File: src/hw/nes_pkg.sv
// Constants, types and encodings of the NOR erase sequencer host.
// Function
// - Host loads consecutive words from offset zero.
// - On error flag, reread polling flag before failing.
// - Reset after failure, abort-reset after abort.
// - Chip erase is six writes, 80h then 10h.
// - Bypass chip erase needs only two writes.
// - Block erase six writes; repeat sixth per block.
// - Bypass block erase two writes; repeat second per block.
// - Resume 30h only in read array mode; repeatable.
package nes_pkg;

   // ---------------------------------------------------------------
   // Clock and bus timing
   // ---------------------------------------------------------------
   localparam int CLK_PERIOD_NS = 25;
   localparam int T_WP_NS       = 45;
   localparam int T_WPH_NS      = 30;
   localparam int T_ACC_NS      = 70;
   localparam logic [2:0] WP_CYC  =
      3'((T_WP_NS + CLK_PERIOD_NS - 1) / CLK_PERIOD_NS);
   localparam logic [2:0] WPH_CYC =
      3'((T_WPH_NS + CLK_PERIOD_NS - 1) / CLK_PERIOD_NS);
   localparam logic [2:0] ACC_CYC =
      3'((T_ACC_NS + CLK_PERIOD_NS - 1) / CLK_PERIOD_NS);

   // ---------------------------------------------------------------
   // Widths
   // ---------------------------------------------------------------
   localparam int ADDR_W = 24;
   localparam int DQ_W   = 16;
   localparam int IDX_W  = 8;

   // ---------------------------------------------------------------
   // Register map and fields
   // ---------------------------------------------------------------
   localparam logic [7:0] REG_CTRL   = 8'h00;
   localparam logic [7:0] REG_ADDR   = 8'h04;
   localparam logic [7:0] REG_WDATA  = 8'h08;
   localparam logic [7:0] REG_STATUS = 8'h0C;
   localparam int CTRL_OP_LSB  = 0;
   localparam int CTRL_POLL    = 8;
   localparam int STAT_BUSY    = 0;
   localparam int STAT_DONE    = 1;
   localparam int STAT_FAIL    = 2;
   localparam int STAT_ABORT   = 3;
   localparam int STAT_IDX_LSB = 8;
   localparam int STAT_DQ_LSB  = 16;

   // ---------------------------------------------------------------
   // Status word bits on the data lines
   // ---------------------------------------------------------------
   localparam int ABORT_FLAG_BIT   = 1;
   localparam int ERROR_FLAG_BIT   = 5;
   localparam int TOGGLE_FLAG_BIT  = 6;
   localparam int POLLING_FLAG_BIT = 7;

   // ---------------------------------------------------------------
   // Command codes and unlock addresses
   // ---------------------------------------------------------------
   localparam logic [7:0] CMD_UNLOCK1  = 8'hAA;
   localparam logic [7:0] CMD_UNLOCK2  = 8'h55;
   localparam logic [7:0] CMD_ERASE    = 8'h80;
   localparam logic [7:0] CMD_CHIP     = 8'h10;
   localparam logic [7:0] CMD_BLOCK    = 8'h30;
   localparam logic [7:0] CMD_SUSPEND  = 8'hB0;
   localparam logic [7:0] CMD_RESUME   = 8'h30;
   localparam logic [7:0] CMD_RESET    = 8'hF0;
   localparam logic [7:0] CMD_EXIT1    = 8'h90;
   localparam logic [7:0] CMD_EXIT2    = 8'h00;
   localparam logic [7:0] CMD_ENH_SET  = 8'h33;
   localparam logic [7:0] CMD_ENH_CONF = 8'h29;
   localparam logic [ADDR_W-1:0] ADDR_U1 = 24'h000555;
   localparam logic [ADDR_W-1:0] ADDR_U2 = 24'h0002AA;
   localparam logic [ADDR_W-1:0] ADDR_X  = 24'h000000;

   // ---------------------------------------------------------------
   // Types
   // ---------------------------------------------------------------
   typedef enum logic [3:0] {
      OP_NONE      = 4'h0,
      OP_CHIP      = 4'h1,
      OP_BLOCK     = 4'h2,
      OP_BLK_ADD   = 4'h3,
      OP_UB_CHIP   = 4'h4,
      OP_UB_BLOCK  = 4'h5,
      OP_SUSPEND   = 4'h6,
      OP_RESUME    = 4'h7,
      OP_RESET     = 4'h8,
      OP_ABORT_RST = 4'h9,
      OP_EXIT_ENH  = 4'hA,
      OP_ENH_SET   = 4'hB,
      OP_ENH_LOAD  = 4'hC,
      OP_ENH_CONF  = 4'hD,
      OP_POLL      = 4'hE
   } nes_op_e;

   typedef enum logic [2:0] {
      SEL_U1   = 3'h0,
      SEL_U2   = 3'h1,
      SEL_BLK  = 3'h2,
      SEL_X    = 3'h3,
      SEL_LOAD = 3'h4
   } nes_sel_e;

   typedef enum logic [5:0] {
      ST_IDLE   = 6'h01,
      ST_WSET   = 6'h02,
      ST_WPULSE = 6'h04,
      ST_WREC   = 6'h08,
      ST_RPULSE = 6'h10,
      ST_EVAL   = 6'h20
   } nes_state_e;

   typedef struct packed {
      nes_sel_e   sel;
      logic [7:0] code;
      logic       last;
   } nes_step_s;

   typedef struct packed {
      logic [ADDR_W-1:0] addr;
      logic [DQ_W-1:0]   dq;
      logic              dq_oe_n;
      logic              ce_n;
      logic              oe_n;
      logic              we_n;
   } nes_pins_s;

endpackage : nes_pkg

File: src/hw/nes_host_ctrl.sv
// Host controller that issues erase and buffer commands to a NOR flash.
`timescale 1ns/1ps
`default_nettype none
module nes_host_ctrl (
   // Clock and reset
   input  wire logic                       ref_clk,
   input  wire logic                       rst_n,
   // Wishbone slave
   input  wire logic                       wb_cyc_i,
   input  wire logic                       wb_stb_i,
   input  wire logic                       wb_we_i,
   input  wire logic [31:0]                wb_adr_i,
   input  wire logic [31:0]                wb_dat_i,
   input  wire logic [3:0]                 wb_sel_i,
   output logic      [31:0]                wb_dat_o,
   output logic                            wb_ack_o,
   // Flash pins
   output nes_pkg::nes_pins_s              flash_o,
   input  wire logic [nes_pkg::DQ_W-1:0]   flash_dq_i
);

   // ---------------------------------------------------------------
   // Command sequences
   // ---------------------------------------------------------------
   function automatic nes_pkg::nes_step_s seq(input nes_pkg::nes_op_e op,
                                              input logic [2:0] st);
      nes_pkg::nes_step_s s;
      s = '{nes_pkg::SEL_X, nes_pkg::CMD_RESET, 1'b1};
      case (op)
         nes_pkg::OP_CHIP, nes_pkg::OP_BLOCK: begin
            case (st)
               3'h0: s = '{nes_pkg::SEL_U1, nes_pkg::CMD_UNLOCK1, 1'b0};
               3'h1: s = '{nes_pkg::SEL_U2, nes_pkg::CMD_UNLOCK2, 1'b0};
               3'h2: s = '{nes_pkg::SEL_U1, nes_pkg::CMD_ERASE, 1'b0};
               3'h3: s = '{nes_pkg::SEL_U1, nes_pkg::CMD_UNLOCK1, 1'b0};
               3'h4: s = '{nes_pkg::SEL_U2, nes_pkg::CMD_UNLOCK2, 1'b0};
               default: begin
                  if (op == nes_pkg::OP_CHIP) begin
                     s = '{nes_pkg::SEL_U1, nes_pkg::CMD_CHIP, 1'b1};
                  end else begin
                     s = '{nes_pkg::SEL_BLK, nes_pkg::CMD_BLOCK, 1'b1};
                  end
               end
            endcase
         end
         nes_pkg::OP_BLK_ADD: begin
            s = '{nes_pkg::SEL_BLK, nes_pkg::CMD_BLOCK, 1'b1};
         end
         nes_pkg::OP_UB_CHIP: begin
            if (st == 3'h0) begin
               s = '{nes_pkg::SEL_X, nes_pkg::CMD_ERASE, 1'b0};
            end else begin
               s = '{nes_pkg::SEL_X, nes_pkg::CMD_CHIP, 1'b1};
            end
         end
         nes_pkg::OP_UB_BLOCK: begin
            if (st == 3'h0) begin
               s = '{nes_pkg::SEL_X, nes_pkg::CMD_ERASE, 1'b0};
            end else begin
               s = '{nes_pkg::SEL_BLK, nes_pkg::CMD_BLOCK, 1'b1};
            end
         end
         nes_pkg::OP_SUSPEND: begin
            s = '{nes_pkg::SEL_BLK, nes_pkg::CMD_SUSPEND, 1'b1};
         end
         nes_pkg::OP_RESUME: begin
            if (st == 3'h0) begin
               s = '{nes_pkg::SEL_X, nes_pkg::CMD_RESET, 1'b0};
            end else begin
               s = '{nes_pkg::SEL_BLK, nes_pkg::CMD_RESUME, 1'b1};
            end
         end
         nes_pkg::OP_ABORT_RST: begin
            case (st)
               3'h0: s = '{nes_pkg::SEL_U1, nes_pkg::CMD_UNLOCK1, 1'b0};
               3'h1: s = '{nes_pkg::SEL_U2, nes_pkg::CMD_UNLOCK2, 1'b0};
               default: s = '{nes_pkg::SEL_U1, nes_pkg::CMD_RESET, 1'b1};
            endcase
         end
         nes_pkg::OP_EXIT_ENH: begin
            if (st == 3'h0) begin
               s = '{nes_pkg::SEL_X, nes_pkg::CMD_EXIT1, 1'b0};
            end else begin
               s = '{nes_pkg::SEL_X, nes_pkg::CMD_EXIT2, 1'b1};
            end
         end
         nes_pkg::OP_ENH_SET: begin
            s = '{nes_pkg::SEL_BLK, nes_pkg::CMD_ENH_SET, 1'b1};
         end
         nes_pkg::OP_ENH_LOAD: begin
            s = '{nes_pkg::SEL_LOAD, 8'h00, 1'b1};
         end
         nes_pkg::OP_ENH_CONF: begin
            s = '{nes_pkg::SEL_BLK, nes_pkg::CMD_ENH_CONF, 1'b1};
         end
         default: begin
            s = '{nes_pkg::SEL_X, nes_pkg::CMD_RESET, 1'b1};
         end
      endcase
      return s;
   endfunction : seq

   // ---------------------------------------------------------------
   // State
   // ---------------------------------------------------------------
   nes_pkg::nes_state_e             state_r,  state_nxt;
   nes_pkg::nes_op_e                op_r,     op_nxt;
   logic [2:0]                      step_r,   step_nxt;
   logic [2:0]                      tmr_r,    tmr_nxt;
   logic [1:0]                      rdn_r,    rdn_nxt;
   logic                            poll_r,   poll_nxt;
   logic                            done_r,   done_nxt;
   logic                            fail_r,   fail_nxt;
   logic                            abort_r,  abort_nxt;
   logic [nes_pkg::IDX_W-1:0]       idx_r,    idx_nxt;
   logic [nes_pkg::ADDR_W-1:0]      blk_r,    blk_nxt;
   logic [nes_pkg::DQ_W-1:0]        wdat_r,   wdat_nxt;
   logic [nes_pkg::DQ_W-1:0]        prev_r,   prev_nxt;
   nes_pkg::nes_pins_s              pins_r,   pins_nxt;
   logic                            ack_r,    ack_nxt;
   logic [31:0]                     rdat_r,   rdat_nxt;
   nes_pkg::nes_step_s              cur;
   logic [31:0]                     mask;
   logic                            wr_acc;
   logic [7:0]                      reg_off;

   assign cur     = seq(op_r, step_r);
   assign reg_off = wb_adr_i[7:0];
   assign wr_acc  = wb_cyc_i & wb_stb_i & wb_we_i & ~ack_r;
   assign mask    = {{8{wb_sel_i[3]}}, {8{wb_sel_i[2]}},
                     {8{wb_sel_i[1]}}, {8{wb_sel_i[0]}}};

   // ---------------------------------------------------------------
   // Next values
   // ---------------------------------------------------------------
   always_comb begin
      logic [31:0] wv;
      logic [31:0] ctl;
      wv        = wb_dat_i & mask;
      ctl       = wv;
      state_nxt = state_r;
      op_nxt    = op_r;
      step_nxt  = step_r;
      tmr_nxt   = tmr_r;
      rdn_nxt   = rdn_r;
      poll_nxt  = poll_r;
      done_nxt  = done_r;
      fail_nxt  = fail_r;
      abort_nxt = abort_r;
      idx_nxt   = idx_r;
      blk_nxt   = blk_r;
      wdat_nxt  = wdat_r;
      prev_nxt  = prev_r;
      pins_nxt  = pins_r;
      ack_nxt   = wb_cyc_i & wb_stb_i & ~ack_r;
      rdat_nxt  = 32'h0000_0000;
      // Read data stands only with the acknowledge of a read.
      if (ack_nxt && !wb_we_i) begin
         case (reg_off)
            nes_pkg::REG_ADDR:   rdat_nxt = 32'(blk_r);
            nes_pkg::REG_WDATA:  rdat_nxt = 32'(wdat_r);
            nes_pkg::REG_STATUS: begin
               rdat_nxt[nes_pkg::STAT_BUSY]  = (state_r != nes_pkg::ST_IDLE);
               rdat_nxt[nes_pkg::STAT_DONE]  = done_r;
               rdat_nxt[nes_pkg::STAT_FAIL]  = fail_r;
               rdat_nxt[nes_pkg::STAT_ABORT] = abort_r;
               rdat_nxt[nes_pkg::STAT_IDX_LSB +: nes_pkg::IDX_W] = idx_r;
               rdat_nxt[nes_pkg::STAT_DQ_LSB +: nes_pkg::DQ_W]   = prev_r;
            end
            default: rdat_nxt = 32'h0000_0000;
         endcase
      end
      if (wr_acc && state_r == nes_pkg::ST_IDLE) begin
         if (reg_off == nes_pkg::REG_ADDR) begin
            blk_nxt = nes_pkg::ADDR_W'((32'(blk_r) & ~mask) | wv);
         end
         if (reg_off == nes_pkg::REG_WDATA) begin
            wdat_nxt = nes_pkg::DQ_W'((32'(wdat_r) & ~mask) | wv);
         end
         if (reg_off == nes_pkg::REG_CTRL && wb_sel_i[0]) begin
            op_nxt    = nes_pkg::nes_op_e'(ctl[nes_pkg::CTRL_OP_LSB +: 4]);
            poll_nxt  = ctl[nes_pkg::CTRL_POLL];
            step_nxt  = 3'h0;
            rdn_nxt   = 2'h0;
            done_nxt  = 1'b0;
            fail_nxt  = 1'b0;
            abort_nxt = 1'b0;
            if (op_nxt == nes_pkg::OP_POLL) begin
               state_nxt = nes_pkg::ST_RPULSE;
               tmr_nxt   = nes_pkg::ACC_CYC;
               pins_nxt  = '{blk_r, '0, 1'b1, 1'b0, 1'b0, 1'b1};
            end else if (op_nxt != nes_pkg::OP_NONE) begin
               state_nxt = nes_pkg::ST_WSET;
            end
         end
      end
      case (state_r)
         nes_pkg::ST_IDLE: begin
            if (state_nxt == nes_pkg::ST_IDLE) begin
               pins_nxt.ce_n    = 1'b1;
               pins_nxt.oe_n    = 1'b1;
               pins_nxt.we_n    = 1'b1;
               pins_nxt.dq_oe_n = 1'b1;
            end
         end
         nes_pkg::ST_WSET: begin
            case (cur.sel)
               nes_pkg::SEL_U1:  pins_nxt.addr = nes_pkg::ADDR_U1;
               nes_pkg::SEL_U2:  pins_nxt.addr = nes_pkg::ADDR_U2;
               nes_pkg::SEL_BLK: pins_nxt.addr = blk_r;
               nes_pkg::SEL_LOAD: begin
                  pins_nxt.addr = {blk_r[nes_pkg::ADDR_W-1:nes_pkg::IDX_W],
                                   idx_r};
               end
               default:          pins_nxt.addr = nes_pkg::ADDR_X;
            endcase
            pins_nxt.dq      = (cur.sel == nes_pkg::SEL_LOAD) ? wdat_r
                               : nes_pkg::DQ_W'(cur.code);
            pins_nxt.dq_oe_n = 1'b0;
            pins_nxt.ce_n    = 1'b0;
            pins_nxt.oe_n    = 1'b1;
            pins_nxt.we_n    = 1'b0;
            tmr_nxt          = nes_pkg::WP_CYC;
            state_nxt        = nes_pkg::ST_WPULSE;
         end
         nes_pkg::ST_WPULSE: begin
            tmr_nxt = tmr_r - 3'h1;
            if (tmr_r == 3'h1) begin
               pins_nxt.we_n = 1'b1;
               tmr_nxt       = nes_pkg::WPH_CYC;
               state_nxt     = nes_pkg::ST_WREC;
            end
         end
         nes_pkg::ST_WREC: begin
            tmr_nxt = tmr_r - 3'h1;
            if (tmr_r == 3'h1) begin
               pins_nxt.ce_n    = 1'b1;
               pins_nxt.dq_oe_n = 1'b1;
               if (!cur.last) begin
                  step_nxt  = step_r + 3'h1;
                  state_nxt = nes_pkg::ST_WSET;
               end else begin
                  if (op_r == nes_pkg::OP_ENH_SET) begin
                     idx_nxt = '0;
                  end
                  if (op_r == nes_pkg::OP_ENH_LOAD) begin
                     idx_nxt = idx_r + 8'h01;
                  end
                  if (poll_r) begin
                     // Chip enable stays high one cycle before polling.
                     rdn_nxt   = 2'h3;
                     state_nxt = nes_pkg::ST_EVAL;
                  end else begin
                     done_nxt  = 1'b1;
                     state_nxt = nes_pkg::ST_IDLE;
                  end
               end
            end
         end
         nes_pkg::ST_RPULSE: begin
            tmr_nxt = tmr_r - 3'h1;
            if (tmr_r == 3'h1) begin
               pins_nxt.oe_n = 1'b1;
               pins_nxt.ce_n = 1'b1;
               state_nxt     = nes_pkg::ST_EVAL;
            end
         end
         nes_pkg::ST_EVAL: begin
            prev_nxt  = flash_dq_i;
            pins_nxt  = '{blk_r, '0, 1'b1, 1'b0, 1'b0, 1'b1};
            tmr_nxt   = nes_pkg::ACC_CYC;
            state_nxt = nes_pkg::ST_RPULSE;
            rdn_nxt   = (rdn_r == 2'h3) ? 2'h0 : 2'h1;
            if (rdn_r == 2'h2) begin
               pins_nxt  = pins_r;
               poll_nxt  = 1'b0;
               step_nxt  = 3'h0;
               if (flash_dq_i[nes_pkg::POLLING_FLAG_BIT]) begin
                  done_nxt  = 1'b1;
                  state_nxt = nes_pkg::ST_IDLE;
               end else begin
                  fail_nxt  = 1'b1;
                  op_nxt    = nes_pkg::OP_RESET;
                  state_nxt = nes_pkg::ST_WSET;
               end
            end else if (rdn_r == 2'h1) begin
               if (flash_dq_i[nes_pkg::TOGGLE_FLAG_BIT] ==
                   prev_r[nes_pkg::TOGGLE_FLAG_BIT]) begin
                  pins_nxt  = pins_r;
                  done_nxt  = 1'b1;
                  poll_nxt  = 1'b0;
                  state_nxt = nes_pkg::ST_IDLE;
               end else if (flash_dq_i[nes_pkg::ABORT_FLAG_BIT]) begin
                  pins_nxt  = pins_r;
                  abort_nxt = 1'b1;
                  poll_nxt  = 1'b0;
                  step_nxt  = 3'h0;
                  op_nxt    = nes_pkg::OP_ABORT_RST;
                  state_nxt = nes_pkg::ST_WSET;
               end else if (flash_dq_i[nes_pkg::ERROR_FLAG_BIT]) begin
                  rdn_nxt = 2'h2;
               end
            end
         end
         default: begin
            pins_nxt  = '{nes_pkg::ADDR_X, '0, 1'b1, 1'b1, 1'b1, 1'b1};
            state_nxt = nes_pkg::ST_IDLE;
         end
      endcase
   end

   // ---------------------------------------------------------------
   // Registers
   // ---------------------------------------------------------------
   always_ff @(posedge ref_clk or negedge rst_n) begin
      if (!rst_n) begin
         state_r <= nes_pkg::ST_IDLE;
         op_r    <= nes_pkg::OP_NONE;
         step_r  <= 3'h0;
         tmr_r   <= 3'h0;
         rdn_r   <= 2'h0;
         poll_r  <= 1'b0;
         done_r  <= 1'b0;
         fail_r  <= 1'b0;
         abort_r <= 1'b0;
         idx_r   <= '0;
         blk_r   <= '0;
         wdat_r  <= '0;
         prev_r  <= '0;
         pins_r  <= '{nes_pkg::ADDR_X, '0, 1'b1, 1'b1, 1'b1, 1'b1};
         ack_r   <= 1'b0;
         rdat_r  <= 32'h0000_0000;
      end else begin
         state_r <= state_nxt;
         op_r    <= op_nxt;
         step_r  <= step_nxt;
         tmr_r   <= tmr_nxt;
         rdn_r   <= rdn_nxt;
         poll_r  <= poll_nxt;
         done_r  <= done_nxt;
         fail_r  <= fail_nxt;
         abort_r <= abort_nxt;
         idx_r   <= idx_nxt;
         blk_r   <= blk_nxt;
         wdat_r  <= wdat_nxt;
         prev_r  <= prev_nxt;
         pins_r  <= pins_nxt;
         ack_r   <= ack_nxt;
         rdat_r  <= rdat_nxt;
      end
   end

   assign flash_o  = pins_r;
   assign wb_ack_o = ack_r;
   assign wb_dat_o = rdat_r;

endmodule : nes_host_ctrl
`default_nettype wire

File: config.mk
export PLATFORM = sky130hd
export DESIGN_NAME = nes_host_ctrl
export DESIGN_NICKNAME = d
export VERILOG_FILES = /design/src/hw/nes_pkg.sv /design/src/hw/nes_host_ctrl.sv
export SDC_FILE = /design/constraint.sdc
export NUM_CORES = 1
export LEC_CHECK = 0
export BUFFER_PORTS_ARGS = -buffer_cell sky130_fd_sc_hd__buf_2
export CAP_MARGIN = 0
export CELL_PAD_IN_SITES_DETAIL_PLACEMENT = 1
export CELL_PAD_IN_SITES_GLOBAL_PLACEMENT = 2
export CORE_MARGIN = 2
export CORE_UTILIZATION = 38
export CTS_BUF_LIST = sky130_fd_sc_hd__clkbuf_4
export CTS_CLUSTER_SIZE = 16
export DETAILED_ROUTE_END_ITERATION = 8
export PLACE_DENSITY_LB_ADDON = 0.1
export REMOVE_ABC_BUFFERS = 1
export SLEW_MARGIN = 0
export SYNTH_ARGS = -nofsm -noshare
export SYNTH_HDL_FRONTEND = slang
export SYNTH_SLANG_ARGS = --single-unit
File: constraint.sdc
create_clock -name ref_clk -period 6.7 [get_ports ref_clk]
set_input_delay 0.335 -clock ref_clk [delete_from_list [all_inputs] [get_ports ref_clk]]
set_output_delay 0.335 -clock ref_clk [all_outputs]
set_load 0.005 [all_outputs]
==> flow_summary_export.csv <==
group,metric,value,unit
clock_network,cts_buffer_depth,2,
sta,fmax,319,MHz
die,dieWidth,146,um
job,maxCapViolCount,0,
die,row_count,51,
logic_synthesis,yosysSeqAreaShare,53.3,%
sta,relSlewSlack,22.0,%
die,start_util,39.0,%
sta,grt_setup_unrepaired,"false",
cells_and_area,area_delta_synth_final,19.4,%
logic_synthesis,synth_mux_area_share,7.63,%
grt,overflow,0,
cells_and_area,final_common_cell,"dfrtp_1",
placed_design,io_buffers,132,
setup_path,reg2reg_depth,7,
sta,clock_skew,0.0244,ns
sta,fin_ws,3.56,ns
setup_path,rrSetupSlack,3.56,ns
clock_network,numCtsBuffers,17,
power,total_leakage_power,4.38,nW
sta,tightestPinTransition,1.15,ns
hold_path,worstHoldStart,"wb_dat_i[6]",
clock_network,path_clk_slew,0.15,ns
clock_network,cts_max_level,4,
power,power.density,182,nW/um2
route,wl,23800,um
route,drcViolationCount,0,
cells_and_area,fillers,2238,
die,core,19700,um2
sta,hold_ws,0.0801,ns
logic_synthesis,yosys_most_used_dff,"dfrtp_1",
grt,gr-usage-all-layers,22.7,%
route,viasPerCell,5.44,
cells_and_area,final_cell_mix,"158 x dfrtp_1, 131 x buf_2, 112 x nand2_1",
die,die_y,146,um
cells_and_area,fin_util,46.6,%
logic_synthesis,synth-edff-count,0,
sta,hold_viol,0,
logic_synthesis,synth_compound_area_share,15.5,%
die,ios,166,
logic_synthesis,synthSimpleGateAreaFrac,18.9,%
logic_synthesis,synth-adder-area-share,1.30,%
setup_path,critPathLaunch,"state_r[3]",
sta,setup_viol,0,
route,dr.pass1.iters,4,
clock_network,cts_num_sinks,163,
hold_path,hold_class,"in2reg",
cells_and_area,multiInputGateArea,3370,um2
route,drt-initial-drc-count,298,
setup_path,path_max_fanout,31,
die,design.die.area,21300,um2
sta,timing.final.max_slew_violations,0,
clock_network,cts_setup_buffers,0,
setup_path,r2r_end,"flash_o[36]",
grt,antenna_found_initial,2,
setup_path,start_kind,"flip-flop",
route,drtAntennaViolNets,0,
clock_network,cts_tree,"built",
cells_and_area,fin_area,9160,um2
setup_path,end_kind,"flip-flop",
grt,grt_max_degree,88,
run_status,outcome,"complete, no violations",
sta,min_period_over_period,46.8,%
logic_synthesis,synth_top_family_by_area,"simple AND/OR/NAND/NOR gates",
setup_path,r2r_start,"state_r[3]",
logic_synthesis,synth_seq_cells,163,
route,wl_per_cell,20.4,um
sta,tns,0,ns
placed_design,place_area,8540,um2
logic_synthesis,async_reset_ff_share,100,%
logic_synthesis,synth_cell_types,68,
cells_and_area,nNetsFinal,981,
power,vdd_drop_max,88.1,uV
grt,grt_pass1_wl,38000,um
clock_network,cts-root-buf,"clkbuf_4",
cells_and_area,ff_latch_area,4090,um2
logic_synthesis,synthesis.instances,728,
logic_synthesis,syn_avg_cell_area,10.5,um2
placed_design,place.gp.congestion,0.857,
grt,grt_pass1_vias,6820,
hold_path,hold_depth,2,
cells_and_area,drive_gt1_share,27.2,%
setup_path,critical_path_class,"reg2reg",
setup_path,critPathRequiredTime,7.20,ns
setup_path,arrival,3.64,ns
sta,finalCriticalPeriod,3.14,ns
placed_design,pre_cts_slack,3.44,ns
logic_synthesis,synthesis.area,7670,um2
logic_synthesis,synth_xor_area_share,0.457,%
clock_network,insertion_delay,0.56,ns
placed_design,dpl.hpwl,17000,um
route,num_vias,6327,
logic_synthesis,yosysWarnings,0,
## cell type report
class	count	share of cell area, %
Sequential cell	163	44.6
Multi-Input combinational cell	517	36.8
Timing Repair Buffer	174	11.7
Tap cell	265	3.62
Clock buffer	18	1.48
Clock inverter	14	1.30
Inverter	11	0.451
Antenna cell	2	0.0547
## synth_stat cells, drive strengths merged, types with 3 or more instances
| cell | number | share of area, % |
|---|---|---|
| nor2 | 57 | 2.8 |
| buf | 19 | 1.5 |
| nand3 | 20 | 1.3 |
| o31ai | 5 | 0.49 |
| a21oi | 22 | 1.4 |
| a31oi | 5 | 0.41 |
| a22o | 23 | 2.6 |
| o21ai | 40 | 2.8 |
| ha | 8 | 1.3 |
| mux2 | 52 | 7.6 |
| or3 | 5 | 0.41 |
| o22ai | 6 | 0.49 |
| and3 | 7 | 0.57 |
| xor2 | 3 | 0.34 |
| a221o | 5 | 0.65 |
| dfstp | 5 | 1.7 |
| nor3b | 6 | 0.80 |
| nor3 | 8 | 0.52 |
| dfrtp | 158 | 52 |
| a22oi | 32 | 3.1 |
| and2 | 13 | 1.1 |
| o21bai | 3 | 0.44 |
| or4 | 3 | 0.34 |
| nand4 | 7 | 0.57 |
| o21a | 5 | 0.49 |
| clkbuf | 18 | 0.88 |
| nor2b | 17 | 1.5 |
| nand2 | 112 | 5.5 |
| and4b | 3 | 0.39 |
| nand2b | 11 | 0.90 |
| inv | 11 | 0.54 |
| nor4 | 8 | 1.1 |
## report_power, final
group / total, mW / internal, mW / leakage (nW) / switching, mW
Clock: 0.552 / 0.163 / 0.137 / 0.389
Combinational: 0.118 / 0.0456 / 2.10 / 0.0725
Sequential: 1.00 / 0.993 / 2.14 / 0.00798
## stage by stage
stage                     power (mW)  std cells
after floorplan                 1.05        691
after CTS                       1.69       1162
final                           1.67       1164
after global placement          1.12       1094
after detailed placement        1.12       1094
after global routing            1.74       1163
## what timing repair did
item                      CTS  global route
hold endpoints to repair  124             0
gates resized for setup     0             0
hold buffers               36             0
## cells by family (layout without fill, tap and decap cells)
kind of cell	Yosys count	count (layout)
AND/OR/NAND/NOR	285	285
AO/OA/AOI/OAI	168	168
flip-flops	163	163
multiplexers	52	52
buffers and inverters	48	217
adder cells (fa/ha/maj)	8	8
XOR/XNOR	4	4
other	0	2
## worst max-delay path by stage
stage             endpoint  slack [ns]
2_1_floorplan  flash_o[31]        4.12
3_3_place_gp   flash_o[32]        3.52
3_5_place_dp     flip-flop        3.44
4_1_cts        flash_o[41]        3.52
5_1_grt        flash_o[43]        3.38
6_report       flash_o[36]        3.56
## worst max-delay path: stages (launching register included)
cell and delay [ns]:
dfrtp_1 0.52, nor4_4 0.38, nand4b_4 0.22, and4bb_2 0.43, o21bai_4 0.19, buf_4 0.33, a211oi_4 0.76, a22o_1 0.24
## per-layer routing
metal	vias up	wire length, um	GRT usage (%)
li1	2931	-	-
met1	3240	10500	29.6
met2	142	12000	39.8
met3	14	1010	4.38
met4	0	231	4.42
met5	-	0	0
Note: power is estimated with default switching activity, not from simulation.
